<file path="src/pmrs_pkg.sv">
// shared constants and carriers for the power mode and reset sequencer
package pmrs_pkg;
   localparam logic [7:0] PMC_ADDR = 8'h87;
   localparam logic [7:0] PMC_RESET = 8'h00;
   localparam int BIT_IDLE = 0;
   localparam int BIT_PDOWN = 1;
   localparam int BIT_FLAG_LO = 2;
   localparam int BIT_FLAG_HI = 3;
   localparam int BIT_RSVD = 4;
   localparam int BIT_SYNC_EN = 5;
   localparam int BIT_XMEM = 6;
   localparam int BIT_BAUD = 7;
   localparam logic [7:0] PMC_WMASK = 8'hEF;
   localparam logic [8:0] XTAL_START_TICKS = 9'h100;
   localparam logic [8:0] CLK6_START_TICKS = 9'h002;
   localparam int XMEM_INTERNAL_BYTES = 768;

   typedef enum {
      ST_PIN_RESET,
      ST_XTAL,
      ST_BOOST_SLOW,
      ST_CLK6,
      ST_BOOST_FAST,
      ST_RUN,
      ST_OFF,
      ST_OFF_RAMP
   } seq_state_type;

   // write/read port of the special function register space
   typedef struct packed {
      logic wr;
      logic rd;
      logic bit_access;
      logic [7:0] addr;
      logic [7:0] wdata;
   } sfr_req_type;

   // external pin states that depend on the power mode
   typedef struct packed {
      logic ale;
      logic prog_store_strobe;
      logic port0_pullup;
      logic port2_address;
   } pin_mode_type;
endpackage

</file>
<file path="src/power_mode_reset_sequencer.sv">
// power mode control register, reset sources and supply start-up sequencing
// How it works
// - off exit: supply up, reset, fetch zero
// - edge wake events dropped across off restart
// - pin states per idle, power-down, memory
// - control register at 87H, byte only
// - control register resets to zero
// - idle bit enters idle after instruction
// - power-down bit enters power-down after instruction
// - both bits written: power-down wins
// - bit seven doubles serial baud rate
// - bit six meaningless, keep it zero
// - bit five drives fetch toggle on pin, internal code only
// - bits three, two are plain flags
// - reset from pin or watchdog
// - reset output low during any reset
// - reset leaves internal RAM untouched
// - reset pin high holds SFRs, strobes high
// - reset pin low starts start-up sequence
// - watchdog resets only when enabled, expired
// - internal reset on off-mode restart
// - pin pulse resets SFRs and converter registers
// - wait 256 slow crystal clocks first
// - boost to 1.7 V, slow clock, pmos off
// - any interrupt clears idle bit, external interrupt clears power-down bit
// - supply at threshold sets stable, runs CPU
`timescale 1ns/10ps
module power_mode_reset_sequencer
   import pmrs_pkg::*;
(
   // clock and reset
   input wire logic clk,
   input wire logic resetn,
   // cpu register access
   input pmrs_pkg::sfr_req_type sfr_req,
   input wire logic instr_end,
   input wire logic fetch_strobe,
   output logic [7:0] sfr_rdata,
   // interrupts that end the low power modes
   input wire logic any_irq_taken,
   input wire logic ext_irq_taken,
   // reset sources
   input wire logic reset_input_pin,
   input wire logic wdt_enable,
   input wire logic wdt_expire,
   // converter status and off-mode events
   input wire logic xtal_clk_pin,
   input wire logic off_request,
   input wire logic wake_event,
   input wire logic supply_low_ok,
   input wire logic supply_ok,
   // memory configuration
   input wire logic ext_memory,
   // outputs
   output logic reset_output_n,
   output logic sfr_reset,
   output logic conv_reg_reset,
   output logic edge_irq_drop,
   output logic fetch_from_zero,
   output logic stable_flag,
   output logic cpu_run,
   output logic idle_active,
   output logic powerdown_active,
   output logic baud_doubler,
   output logic fetch_toggle_signal,
   output logic boost_slow,
   output logic pmos_off,
   output logic boost_fast,
   output pmrs_pkg::pin_mode_type pin_mode
);
   import pmrs_pkg::*;

   function automatic logic filt(input logic s2, input logic s3, input logic old);
      filt = (s2 == s3) ? s3 : old;
   endfunction

   logic [2:0] rst_sync_q;
   logic [2:0] xtal_sync_q;
   logic rst_pin_q;
   logic xtal_q;
   logic xtal_prev_q;
   logic xtal_tick;
   seq_state_type state_q;
   seq_state_type state_d;
   logic [8:0] tick_cnt_q;
   logic [7:0] pmc_q;
   logic in_reset;
   logic pmc_wr;
   logic wdt_reset;

   // three stage sampling: second and third must agree before a change counts
   always_ff @(posedge clk or negedge resetn) begin
      if (!resetn) begin
         rst_sync_q <= 3'h0;
         xtal_sync_q <= 3'h0;
         rst_pin_q <= 1'b0;
         xtal_q <= 1'b0;
         xtal_prev_q <= 1'b0;
      end else begin
         rst_sync_q <= {rst_sync_q[1:0], reset_input_pin};
         xtal_sync_q <= {xtal_sync_q[1:0], xtal_clk_pin};
         rst_pin_q <= filt(rst_sync_q[1], rst_sync_q[2], rst_pin_q);
         xtal_q <= filt(xtal_sync_q[1], xtal_sync_q[2], xtal_q);
         xtal_prev_q <= xtal_q;
      end
   end

   assign xtal_tick = xtal_q & ~xtal_prev_q;
   assign wdt_reset = wdt_enable & wdt_expire;
   // register is byte wide only; bit-addressed writes are ignored
   assign pmc_wr = sfr_req.wr & ~sfr_req.bit_access & (sfr_req.addr == PMC_ADDR);

   always_comb begin
      state_d = state_q;
      case (state_q)
         ST_PIN_RESET: begin
            if (!rst_pin_q) begin
               state_d = ST_XTAL;
            end
         end
         ST_XTAL: begin
            if (xtal_tick && tick_cnt_q == XTAL_START_TICKS - 9'h001) begin
               state_d = ST_BOOST_SLOW;
            end
         end
         ST_BOOST_SLOW: begin
            if (supply_low_ok) begin
               state_d = ST_CLK6;
            end
         end
         ST_CLK6: begin
            if (xtal_tick && tick_cnt_q == CLK6_START_TICKS - 9'h001) begin
               state_d = ST_BOOST_FAST;
            end
         end
         ST_BOOST_FAST: begin
            if (supply_ok) begin
               state_d = ST_RUN;
            end
         end
         ST_RUN: begin
            if (off_request) begin
               state_d = ST_OFF;
            end
         end
         ST_OFF: begin
            if (wake_event) begin
               state_d = ST_OFF_RAMP;
            end
         end
         ST_OFF_RAMP: begin
            // supply first; reset is already held through the ramp, start-up restarts once it is back at level
            if (supply_ok) begin
               state_d = ST_XTAL;
            end
         end
         default: state_d = ST_PIN_RESET;
      endcase
      // pin overrides any step of the sequence; watchdog only overrides run
      if (rst_pin_q) begin
         state_d = ST_PIN_RESET;
      end else if (wdt_reset && state_q == ST_RUN) begin
         state_d = ST_XTAL;
      end
   end

   always_ff @(posedge clk or negedge resetn) begin
      if (!resetn) begin
         state_q <= ST_PIN_RESET;
      end else begin
         state_q <= state_d;
      end
   end

   always_ff @(posedge clk or negedge resetn) begin
      if (!resetn) begin
         tick_cnt_q <= 9'h000;
      end else if (state_d != state_q) begin
         tick_cnt_q <= 9'h000;
      end else if (xtal_tick) begin
         tick_cnt_q <= tick_cnt_q + 9'h001;
      end
   end

   assign in_reset = (state_q != ST_RUN) && (state_q != ST_OFF);

   // reset indications; RAM has no reset path here on purpose
   always_ff @(posedge clk or negedge resetn) begin
      if (!resetn) begin
         reset_output_n <= 1'b0;
         sfr_reset <= 1'b1;
         conv_reg_reset <= 1'b1;
         edge_irq_drop <= 1'b0;
         fetch_from_zero <= 1'b0;
         stable_flag <= 1'b0;
         cpu_run <= 1'b0;
      end else begin
         reset_output_n <= (state_d == ST_RUN) || (state_d == ST_OFF);
         sfr_reset <= (state_d != ST_RUN) && (state_d != ST_OFF);
         conv_reg_reset <= (state_d == ST_PIN_RESET);
         edge_irq_drop <= (state_d == ST_XTAL) && (state_q == ST_OFF_RAMP);
         fetch_from_zero <= (state_d == ST_RUN) && (state_q != ST_RUN);
         stable_flag <= (state_d == ST_RUN) || (state_d == ST_OFF);
         cpu_run <= (state_d == ST_RUN);
      end
   end

   // converter drive during start-up
   always_ff @(posedge clk or negedge resetn) begin
      if (!resetn) begin
         boost_slow <= 1'b0;
         pmos_off <= 1'b1;
         boost_fast <= 1'b0;
      end else begin
         boost_slow <= (state_d == ST_BOOST_SLOW) || (state_d == ST_OFF_RAMP);
         pmos_off <= (state_d != ST_BOOST_FAST) && (state_d != ST_RUN);
         boost_fast <= (state_d == ST_BOOST_FAST) || (state_d == ST_RUN);
      end
   end

   // control register; a software write wins over a same-cycle interrupt clear
   always_ff @(posedge clk or negedge resetn) begin
      if (!resetn) begin
         pmc_q <= PMC_RESET;
      end else if (in_reset) begin
         pmc_q <= PMC_RESET;
      end else if (pmc_wr) begin
         pmc_q <= sfr_req.wdata & PMC_WMASK;
         if (sfr_req.wdata[BIT_PDOWN]) begin
            pmc_q[BIT_IDLE] <= 1'b0;
         end
      end else begin
         if (any_irq_taken) begin
            pmc_q[BIT_IDLE] <= 1'b0;
         end
         if (ext_irq_taken) begin
            pmc_q[BIT_PDOWN] <= 1'b0;
         end
      end
   end

   // modes start only when the writing instruction has ended
   always_ff @(posedge clk or negedge resetn) begin
      if (!resetn) begin
         idle_active <= 1'b0;
         powerdown_active <= 1'b0;
      end else begin
         if (!pmc_q[BIT_IDLE] || in_reset) begin
            idle_active <= 1'b0;
         end else if (instr_end) begin
            idle_active <= 1'b1;
         end
         if (!pmc_q[BIT_PDOWN] || in_reset) begin
            powerdown_active <= 1'b0;
         end else if (instr_end) begin
            powerdown_active <= 1'b1;
         end
      end
   end

   always_ff @(posedge clk or negedge resetn) begin
      if (!resetn) begin
         baud_doubler <= 1'b0;
         sfr_rdata <= 8'h00;
      end else begin
         baud_doubler <= pmc_q[BIT_BAUD];
         sfr_rdata <= (sfr_req.rd && sfr_req.addr == PMC_ADDR) ? pmc_q : 8'h00;
      end
   end

   // fetch sync toggles per fetch, only with internal code access
   always_ff @(posedge clk or negedge resetn) begin
      if (!resetn) begin
         fetch_toggle_signal <= 1'b0;
      end else if (pmc_q[BIT_SYNC_EN] && !ext_memory && fetch_strobe) begin
         fetch_toggle_signal <= ~fetch_toggle_signal;
      end
   end

   always_ff @(posedge clk or negedge resetn) begin
      if (!resetn) begin
         pin_mode <= '{ale: 1'b1, prog_store_strobe: 1'b1, port0_pullup: 1'b0,
                       port2_address: 1'b0};
      end else if (state_d == ST_PIN_RESET || in_reset) begin
         pin_mode <= '{ale: 1'b1, prog_store_strobe: 1'b1, port0_pullup: 1'b0,
                       port2_address: 1'b0};
      end else if (powerdown_active) begin
         pin_mode <= '{ale: 1'b0, prog_store_strobe: 1'b0, port0_pullup: 1'b1,
                       port2_address: ext_memory};
      end else if (idle_active) begin
         pin_mode <= '{ale: 1'b1, prog_store_strobe: 1'b1, port0_pullup: ext_memory,
                       port2_address: ext_memory};
      end else begin
         pin_mode <= '{ale: 1'b0, prog_store_strobe: 1'b1, port0_pullup: 1'b0,
                       port2_address: ext_memory};
      end
   end

   // the reset output is registered from the next state, so it matches the current state
   AST_RESET_OUTPUT_N_LOW: assert property (@(posedge clk) disable iff (!resetn)
      in_reset |-> !reset_output_n)
      else $error("reset output high during reset");
   AST_PIN_HOLDS: assert property (@(posedge clk) disable iff (!resetn)
      rst_pin_q |=> state_q == ST_PIN_RESET ##0 pin_mode.ale && pin_mode.prog_store_strobe)
      else $error("reset pin high but sequencer not held");
   AST_PD_WINS: assert property (@(posedge clk) disable iff (!resetn)
      pmc_wr && !in_reset && sfr_req.wdata[1:0] == 2'h3 |=> pmc_q[1:0] == 2'h2)
      else $error("idle kept when both mode bits written");
   AST_RSVD_ZERO: assert property (@(posedge clk) disable iff (!resetn)
      !pmc_q[BIT_RSVD])
      else $error("reserved bit set");
   AST_BIT_WR_IGNORED: assert property (@(posedge clk) disable iff (!resetn)
      sfr_req.wr && sfr_req.bit_access && !any_irq_taken && !ext_irq_taken && !in_reset
      |=> $stable(pmc_q))
      else $error("bit-addressed write changed register");
   AST_IDLE_ENTRY: assert property (@(posedge clk) disable iff (!resetn)
      pmc_q[BIT_IDLE] && instr_end && !in_reset && !idle_active |=> idle_active)
      else $error("idle not entered");
   AST_IRQ_ENDS_IDLE: assert property (@(posedge clk) disable iff (!resetn)
      any_irq_taken && !pmc_wr |=> !pmc_q[BIT_IDLE] ##1 !idle_active)
      else $error("interrupt did not end idle");
   AST_SLOW_BOOST: assert property (@(posedge clk) disable iff (!resetn)
      state_q == ST_BOOST_SLOW |-> boost_slow && pmos_off)
      else $error("slow boost drive wrong");
   AST_PD_PINS: assert property (@(posedge clk) disable iff (!resetn)
      powerdown_active && !in_reset && !rst_pin_q
      |=> !pin_mode.ale && !pin_mode.prog_store_strobe && pin_mode.port0_pullup)
      else $error("power-down pin states wrong");
   AST_WDT_GATED: assert property (@(posedge clk) disable iff (!resetn)
      state_q == ST_RUN && !rst_pin_q && !off_request && !wdt_enable |=> state_q == ST_RUN)
      else $error("reset without enabled watchdog");
   AST_STABLE_RUN: assert property (@(posedge clk) disable iff (!resetn)
      state_q == ST_BOOST_FAST && supply_ok && !rst_pin_q |=> cpu_run && stable_flag)
      else $error("start not released at threshold");

   COV_OFF_RESTART: cover property (@(posedge clk) disable iff (!resetn)
      state_q == ST_OFF_RAMP ##1 edge_irq_drop);
   COV_PIN_START: cover property (@(posedge clk) disable iff (!resetn)
      state_q == ST_BOOST_FAST ##1 fetch_from_zero);
   COV_PD_ENTRY: cover property (@(posedge clk) disable iff (!resetn)
      $rose(powerdown_active));
   COV_WDT: cover property (@(posedge clk) disable iff (!resetn)
      state_q == ST_RUN && wdt_reset ##1 !reset_output_n);
endmodule

</file>
<file path="config.mk">
export PLATFORM = sky130hd
export DESIGN_NAME = power_mode_reset_sequencer
export DESIGN_NICKNAME = d
export VERILOG_FILES = /design/src/pmrs_pkg.sv /design/src/power_mode_reset_sequencer.sv
export SDC_FILE = /design/constraint.sdc
export NUM_CORES = 1
export LEC_CHECK = 0
export ABC_CLOCK_PERIOD_IN_PS = 2480
export BUFFER_PORTS_ARGS = -buffer_cell sky130_fd_sc_hd__buf_4
export CORE_ASPECT_RATIO = 1.2
export CORE_MARGIN = 2
export CORE_UTILIZATION = 49
export DETAILED_ROUTE_END_ITERATION = 8
export GPL_TIMING_DRIVEN = 0
export HOLD_SLACK_MARGIN = 0.02
export MAX_ROUTING_LAYER = met4
export PLACE_DENSITY = 0.75
export SYNTH_ARGS = -nofsm -noshare
export SYNTH_HDL_FRONTEND = slang
export SYNTH_SLANG_ARGS = --single-unit
</file>
<file path="constraint.sdc">
create_clock -name clk -period 2.48 [get_ports clk]
set_clock_uncertainty 0.05 [all_clocks]
set_input_delay 0.496 -clock clk [delete_from_list [all_inputs] [get_ports clk]]
set_output_delay 0.496 -clock clk [all_outputs]
set_load 0.05 [all_outputs]
</file>
==> results of run 1 <==
[final timing paths]
check	slack [ns]	end	startpoint	cells after the start
min	0.21	xtal_sync_q[0]	xtal_clk_pin	1
max reg2reg	-0.07	tick_cnt_q[5]	state_q[5]	7
max in group asynchronous	1.49	cpu_run	resetn	1
min in group asynchronous	0.23	state_q[0]	resetn	1
max	-0.07	tick_cnt_q[5]	state_q[5]	7
min reg2reg	0.30	xtal_sync_q[1]	xtal_sync_q[0]	0
[timing repair]
| action | CTS | global route |
|---|---|---|
| gates resized for setup | 18 | 11 |
| endpoints found under the setup margin | 15 | 19 |
| setup buffers | 6 | 2 |
| pin swaps | 11 | 2 |
[kinds of logic after synthesis]
group                    count (synthesis)
AO/OA/AOI/OAI                           34
other                                    1
XOR/XNOR                                 9
multiplexers                             5
flip-flops                              81
AND/OR/NAND/NOR                         97
adder cells (fa/ha/maj)                  5
buffers and inverters                   21
[per-stage QoR]
step,hold slack [ns],util (%),TNS (ns),area (sq um),std cells
finish,0.208,66.1,-0.177,4180,446
global route,0.180,66.1,-0.805,4180,446
CTS,0.193,65.1,-0.162,4120,445
detailed placement,0.285,60.2,-2.59,3810,424
global placement,0.284,60.2,-2.33,3810,424
floorplan,0.150,-,0,3280,282
[sequential cells by signal, summed over array words and instances (netlist names), 3 cells and up]
register,flops
rst_sync_q,3
sfr_rdata,7
pin_mode,4
state_q,32
xtal_sync_q,3
tick_cnt_q,9
pmc_q,7
[critical path: stages (launching register included)]
cell      delay, ns
dfrtp_1        0.39
or4_4          0.55
or3_4          0.41
a311o_1        0.28
a2111o_1       0.36
buf_6          0.16
buf_12         0.13
nor3_4         0.15
[layer usage]
| layer | share of wire [%] | wire length (microns) |
|---|---|---|
| met5 | 0 | 0 |
| met4 | 1.2 | 74 |
| met3 | 5.3 | 335 |
| met2 | 53 | 3340 |
| met1 | 40 | 2530 |
[cell type report]
class / instances / area [sq um]
Inverter: 10 / 37.5
Clock buffer: 11 / 131
Tap cell: 85 / 106
Buffer: 9 / 57.6
Fill cell: 540 / 2140
Timing Repair Buffer: 65 / 513
Multi-Input combinational cell: 180 / 1270
Clock inverter: 5 / 33.8
Sequential cell: 81 / 2030
[cell usage in the layout, fill, tap and decap left out, drive strengths merged, types with 6 or more instances in the layout]
master / Yosys / routed
a21oi: 6 / 6
and3: 9 / 9
buf: 6 / 71
clkbuf: 5 / 14
conb: 1 / 30
dfrtp: 76 / 76
inv: 10 / 10
nand2: 13 / 13
nand4: 6 / 6
nor2: 18 / 18
nor3: 12 / 12
nor4: 9 / 9
o21ai: 6 / 6
[power by group through the flow]
stage	combinational [W]	clock [W]	sequential, W
after floorplan	0.0000332	0	0.00139
after global placement	0.000101	0	0.00139
after detailed placement	0.000104	0	0.00140
after CTS	0.000106	0.000841	0.00137
after global routing	0.000121	0.000905	0.00138
final	0.000106	0.000819	0.00138
==> flow_summary_export.csv, run 1 <==
group,metric,value,unit
place,gp_congestion,0.863,
power,p_int,0.00177,W
floorplan,die_y,92.1,microns
clock_network,clk_latency,0.34,ns
floorplan,core,6330,sq um
global_routing,grt_pass1_vias,2399,
yosys,synth_edf_count,0,
power,power,0.00230,W
yosys,syn_area_per_cell,12.5,sq um
clock_network,cts_made_buffers,9,
worst_setup_path,required,2.70,ns
floorplan,initial_core_util,50.1,%
yosys,ys_ff_latch,81,
layout,finalNetCount,393,
yosys,ys_seq_area_share,64.2,%
flow_run,max-cap-violations,0,
yosys,synth_compound_area_share,9.21,%
clock_network,cts-root-buf,"clkbuf_8",
drt,wl_per_cell,14.1,microns
yosys,synth_area_leaders,"dfrtp_1 (60%), dfstp_2 (4.1%), nor2_1 (2.1%), and3_1 (1.8%), nor3_1 (1.7%)",
power,pwr-share-comb,4.6,%
place,place_ws,-0.270,ns
drt,ant_nets,0,
clock_network,cts_hold_buffers,0,
yosys,synth_ff_type,"dfrtp_1",
drt,drtIter0Drc,122,
global_routing,met1_usage,24.6,%
timing,slew_viol_final,0,
worst_setup_path,cp.arrival,2.76,ns
power,power_frac_seq,59.8,%
power,p_sw,0.000535,W
power,pwr-share-clk,35.6,%
yosys,synth-adder-area-share,1.82,%
worst_setup_path,worst_setup_path_start_kind,"flop",
power,p_sw_share,23.3,%
timing,period_minus_slack,2.55,ns
drt,route.detailed.drc,0,
power,max-vdd-ir-drop,0.334,mV
global_routing,grt_max_degree,82,
clock_network,cts_tree,"built",
layout,syn2layout_area_growth,32.0,%
global_routing,antenna_found_initial,0,
power,power_leakage,1.86,nW
min_path,holdCritPathClass,"input pin to flop",
worst_setup_path,worst-setup-path-type,"flop to flop",
place,port_buffers,57,
yosys,synth-async-reset-ratio,100,%
global_routing,grt_use_total,20.5,%
yosys,yosysUniqueCellTypes,57,
global_routing,grt-busiest-layer,"met2",
global_routing,grt_pass1_wl,11100,microns
yosys,synth_xor_area_share,2.49,%
floorplan,num_rows,32,
timing,fmax,392,MHz
yosys,synth_warnings,0,
drt,vias_per_cell,4.97,
power,p_per_area,550,nW/um^2
timing,setup_viol,3,
timing,rsz0062_at_grt,"true",
timing,finalCritPeriodShare,103,%
yosys,synth_top_family_by_area,"simple AND/OR/NAND/NOR gates",
worst_setup_path,cp-end-kind,"flop",
outcome,outcome,"finished, violations left",
global_routing,grt_overflow,0,
timing,slew_headroom,35.1,%
clock_network,path_clk_slew,0.08,ns
yosys,synthCells,253,
global_routing,grt_use_met2,33.6,%
clock_network,cts_num_sinks,81,
yosys,synthMuxAreaShare,1.58,%
drt,firstDrtPassIters,4,
floorplan,die-area,7120,sq um
yosys,synth_top_area_share,60.1,%
place,place_hpwl,4380,microns
outcome,violations,"setup timing",
clock_network,clockBufferDepth,2,
clock_network,htree_levels,3,
drt,dr_total_vias,2215,
yosys,syn-cell-area,3170,sq um
yosys,synthTopCellsByCount,"dfrtp_1 (76), nor2_1 (18), nand2_1 (13)",
layout,n_antenna_cell,0,
global_routing,grt.met3_usage,5.61,%
timing,setup_slack,-0.0683,ns
yosys,yosysMostFrequentCell,"dfrtp_1",
worst_setup_path,worst-path-max-fanout,7,
floorplan,die_w,77.4,microns
timing,tightest_slew,0.973,ns
layout,drive_gt1_share,34.1,%
floorplan,io_pins,60,
yosys,synth_simple_gate_area_share,17.3,%
timing,hold_violations,0,
yosys,synth_largest_area_cell,"dfrtp_1",
drt,route.final.wire_length,6280,microns
(Power assumes the default switching activity.)
==> inputs of run 2 (changes only) <==
Settings changed: CORE_UTILIZATION 49 to 40, PLACE_DENSITY 0.75 to default, REMOVE_ABC_BUFFERS from default to 1.
==> flow_summary_export.csv, run 2 (synthesized netlist as in run 1, its figures left out) <==
group,metric,value,unit
power,pwr-share-comb,4.1,%
worst_setup_path,worst-setup-path-type,"flop to flop",
worst_setup_path,crit_start,"tick_cnt_q[1]",
timing,finalCritPeriodShare,103,%
power,pwr-share-clk,40.0,%
drt,firstDrtPassIters,6,
outcome,outcome,"finished, violations left",
drt,route.final.wire_length,6210,microns
global_routing,grt_overflow,0,
timing,slew_headroom,34.4,%
min_path,hold_depth,1,
clock_network,htree_levels,3,
layout,largest_reg_flops,32,
global_routing,grt_use_total,15.9,%
drt,drtIter0Drc,86,
layout,n_antenna_cell,0,
place,place_hpwl,4190,microns
layout,syn2layout_area_growth,34.0,%
timing,period_minus_slack,2.55,ns
drt,vias_per_cell,4.92,
layout,multi_input_area,1280,sq um
worst_setup_path,timing.rr.start,"tick_cnt_q[1]",
worst_setup_path,regToRegSetupSlack,-0.07,ns
floorplan,io_pins,60,
power,p_int,0.00192,W
global_routing,grt_pass1_wl,10400,microns
power,power_leakage,1.88,nW
worst_setup_path,worst_setup_path_start_kind,"flop",
power,p_per_area,580,nW/um^2
layout,max_flop_register,"state_q",
worst_setup_path,cp-end-kind,"flop",
timing,slew_viol_final,0,
clock_network,cts_made_buffers,9,
clock_network,clockBufferDepth,2,
global_routing,antenna_found_initial,0,
timing,setup_viol,9,
global_routing,grt_max_degree,82,
place,gp_congestion,0.838,
layout,final_cell_mix,"dfrtp_1 (73), buf_4 (67), conb_1 (30), nor2_1 (16), nand2_1 (13)",
min_path,min_from,"xtal_clk_pin",
drt,dr_total_vias,2218,
floorplan,initial_core_util,41.3,%
timing,setup_tns,-0.523,ns
worst_setup_path,worst-path-max-fanout,5,
worst_setup_path,reg2reg_to,"tick_cnt_q[2]",
clock_network,cts_tree,"built",
place,place_area,3750,sq um
power,p_sw_share,21.9,%
place,port_buffers,57,
timing,tightest_slew,0.984,ns
worst_setup_path,cp.arrival,2.78,ns
drt,ant_nets,0,
floorplan,die-area,8650,sq um
flow_run,max-cap-violations,0,
layout,seqCellArea,2040,sq um
layout,final_common_cell,"dfrtp_1",
layout,final_area,4240,sq um
global_routing,grt_pass1_vias,2221,
timing,rsz0062_at_grt,"true",
min_path,min_to,"xtal_sync_q[0]",
layout,final_util,55.4,%
layout,fillers,655,
timing,hold_violations,0,
power,p_sw,0.000540,W
floorplan,die_y,101,microns
clock_network,cts_num_sinks,81,
layout,finalNetCount,391,
timing,setup_slack,-0.0740,ns
timing,holdWs,0.204,ns
timing,fmax,392,MHz
worst_setup_path,worstRegToRegCells,10,
layout,drive_gt1_share,36.5,%
clock_network,clk_latency,0.34,ns
drt,wl_per_cell,13.8,microns
floorplan,num_rows,35,
drt,route.detailed.drc,0,
power,max-vdd-ir-drop,0.321,mV
outcome,violations,"setup timing",
floorplan,core,7660,sq um
clock_network,cts-root-buf,"clkbuf_8",
worst_setup_path,required,2.70,ns
power,power_frac_seq,55.9,%
min_path,holdCritPathClass,"input pin to flop",
floorplan,die_w,85.2,microns
clock_network,path_clk_slew,0.08,ns
layout,reg_top3,"state_q (32), tick_cnt_q (9)",
-- run 2: changes by cell type in the layout (fill, tap and decap cells not counted), sizes merged --
cell | before | now
clkbuf | 14 | 12
clkinv | 3 | 1
buf | 71 | 72
bufinv | 0 | 1
clkinvlp | 2 | 1
inv | 10 | 11
-- run 2: worst max-delay path by stage --
stage,end,slack (ns),cells past startpoint
finish,tick_cnt_q[2],-0.07,10
global route,tick_cnt_q[5],-0.18,10
CTS,tick_cnt_q[1],-0.05,6
detailed placement,tick_cnt_q[1],-0.33,6
global placement,tick_cnt_q[1],-0.30,6
floorplan,tick_cnt_q[1],0.05,5
-- run 2: layout make-up --
| type | instances | area share, % |
|---|---|---|
| sequential | 81 | 48.0 |
| multi-input combinational | 180 | 30.2 |
| timing repair buffer | 72 | 13.4 |
| clock buffer | 12 | 3.66 |
| tap | 92 | 2.71 |
| clock inverter | 4 | 1.21 |
| inverter | 10 | 0.884 |
-- run 2: timing repair --
item	CTS	global route
hold buffers	0	0
buffers inserted	9	6
resized for setup	22	17
pin swaps	16	13
endpoints found under the setup margin	14	15
-- run 2: worst max-delay path: stages (launching register included) --
cell and delay, ns:
dfrtp_1 0.40, ha_2 0.21, nand3_2 0.07, nor2_2 0.13
ha_2 0.18, nand3b_1 0.13, o32a_1 0.39, and2_4 0.15
a221o_2 0.44, buf_12 0.18, nor3_2 0.15
-- run 2: power by group through the flow --
stage                     clock network, W  registers, W   logic, W
after floorplan                          0       0.00139  0.0000296
after global placement                   0       0.00140  0.0000989
after detailed placement                 0       0.00140   0.000100
after CTS                          0.00102       0.00137   0.000103
after global routing               0.00108       0.00138   0.000118
final                             0.000985       0.00137   0.000102
-- run 2: stage by stage --
stage                     power [W]  setup slack, ns  std cells
after floorplan             0.00142           0.0472        271
after global placement      0.00149           -0.301        420
after detailed placement    0.00150           -0.333        420
after CTS                   0.00250          -0.0522        445
after global routing        0.00257           -0.180        451
final                       0.00246          -0.0740        451
-- run 2: metal layers --
layer	GRT usage [%]	part of all wire (%)	wire [microns]	up-vias
li1	-	-	-	1067
met1	19.2	42	2630	1062
met2	25.1	49	3060	77
met3	4.48	6.4	399	12
met4	6.96	1.9	116	0
met5	-	0	0	-
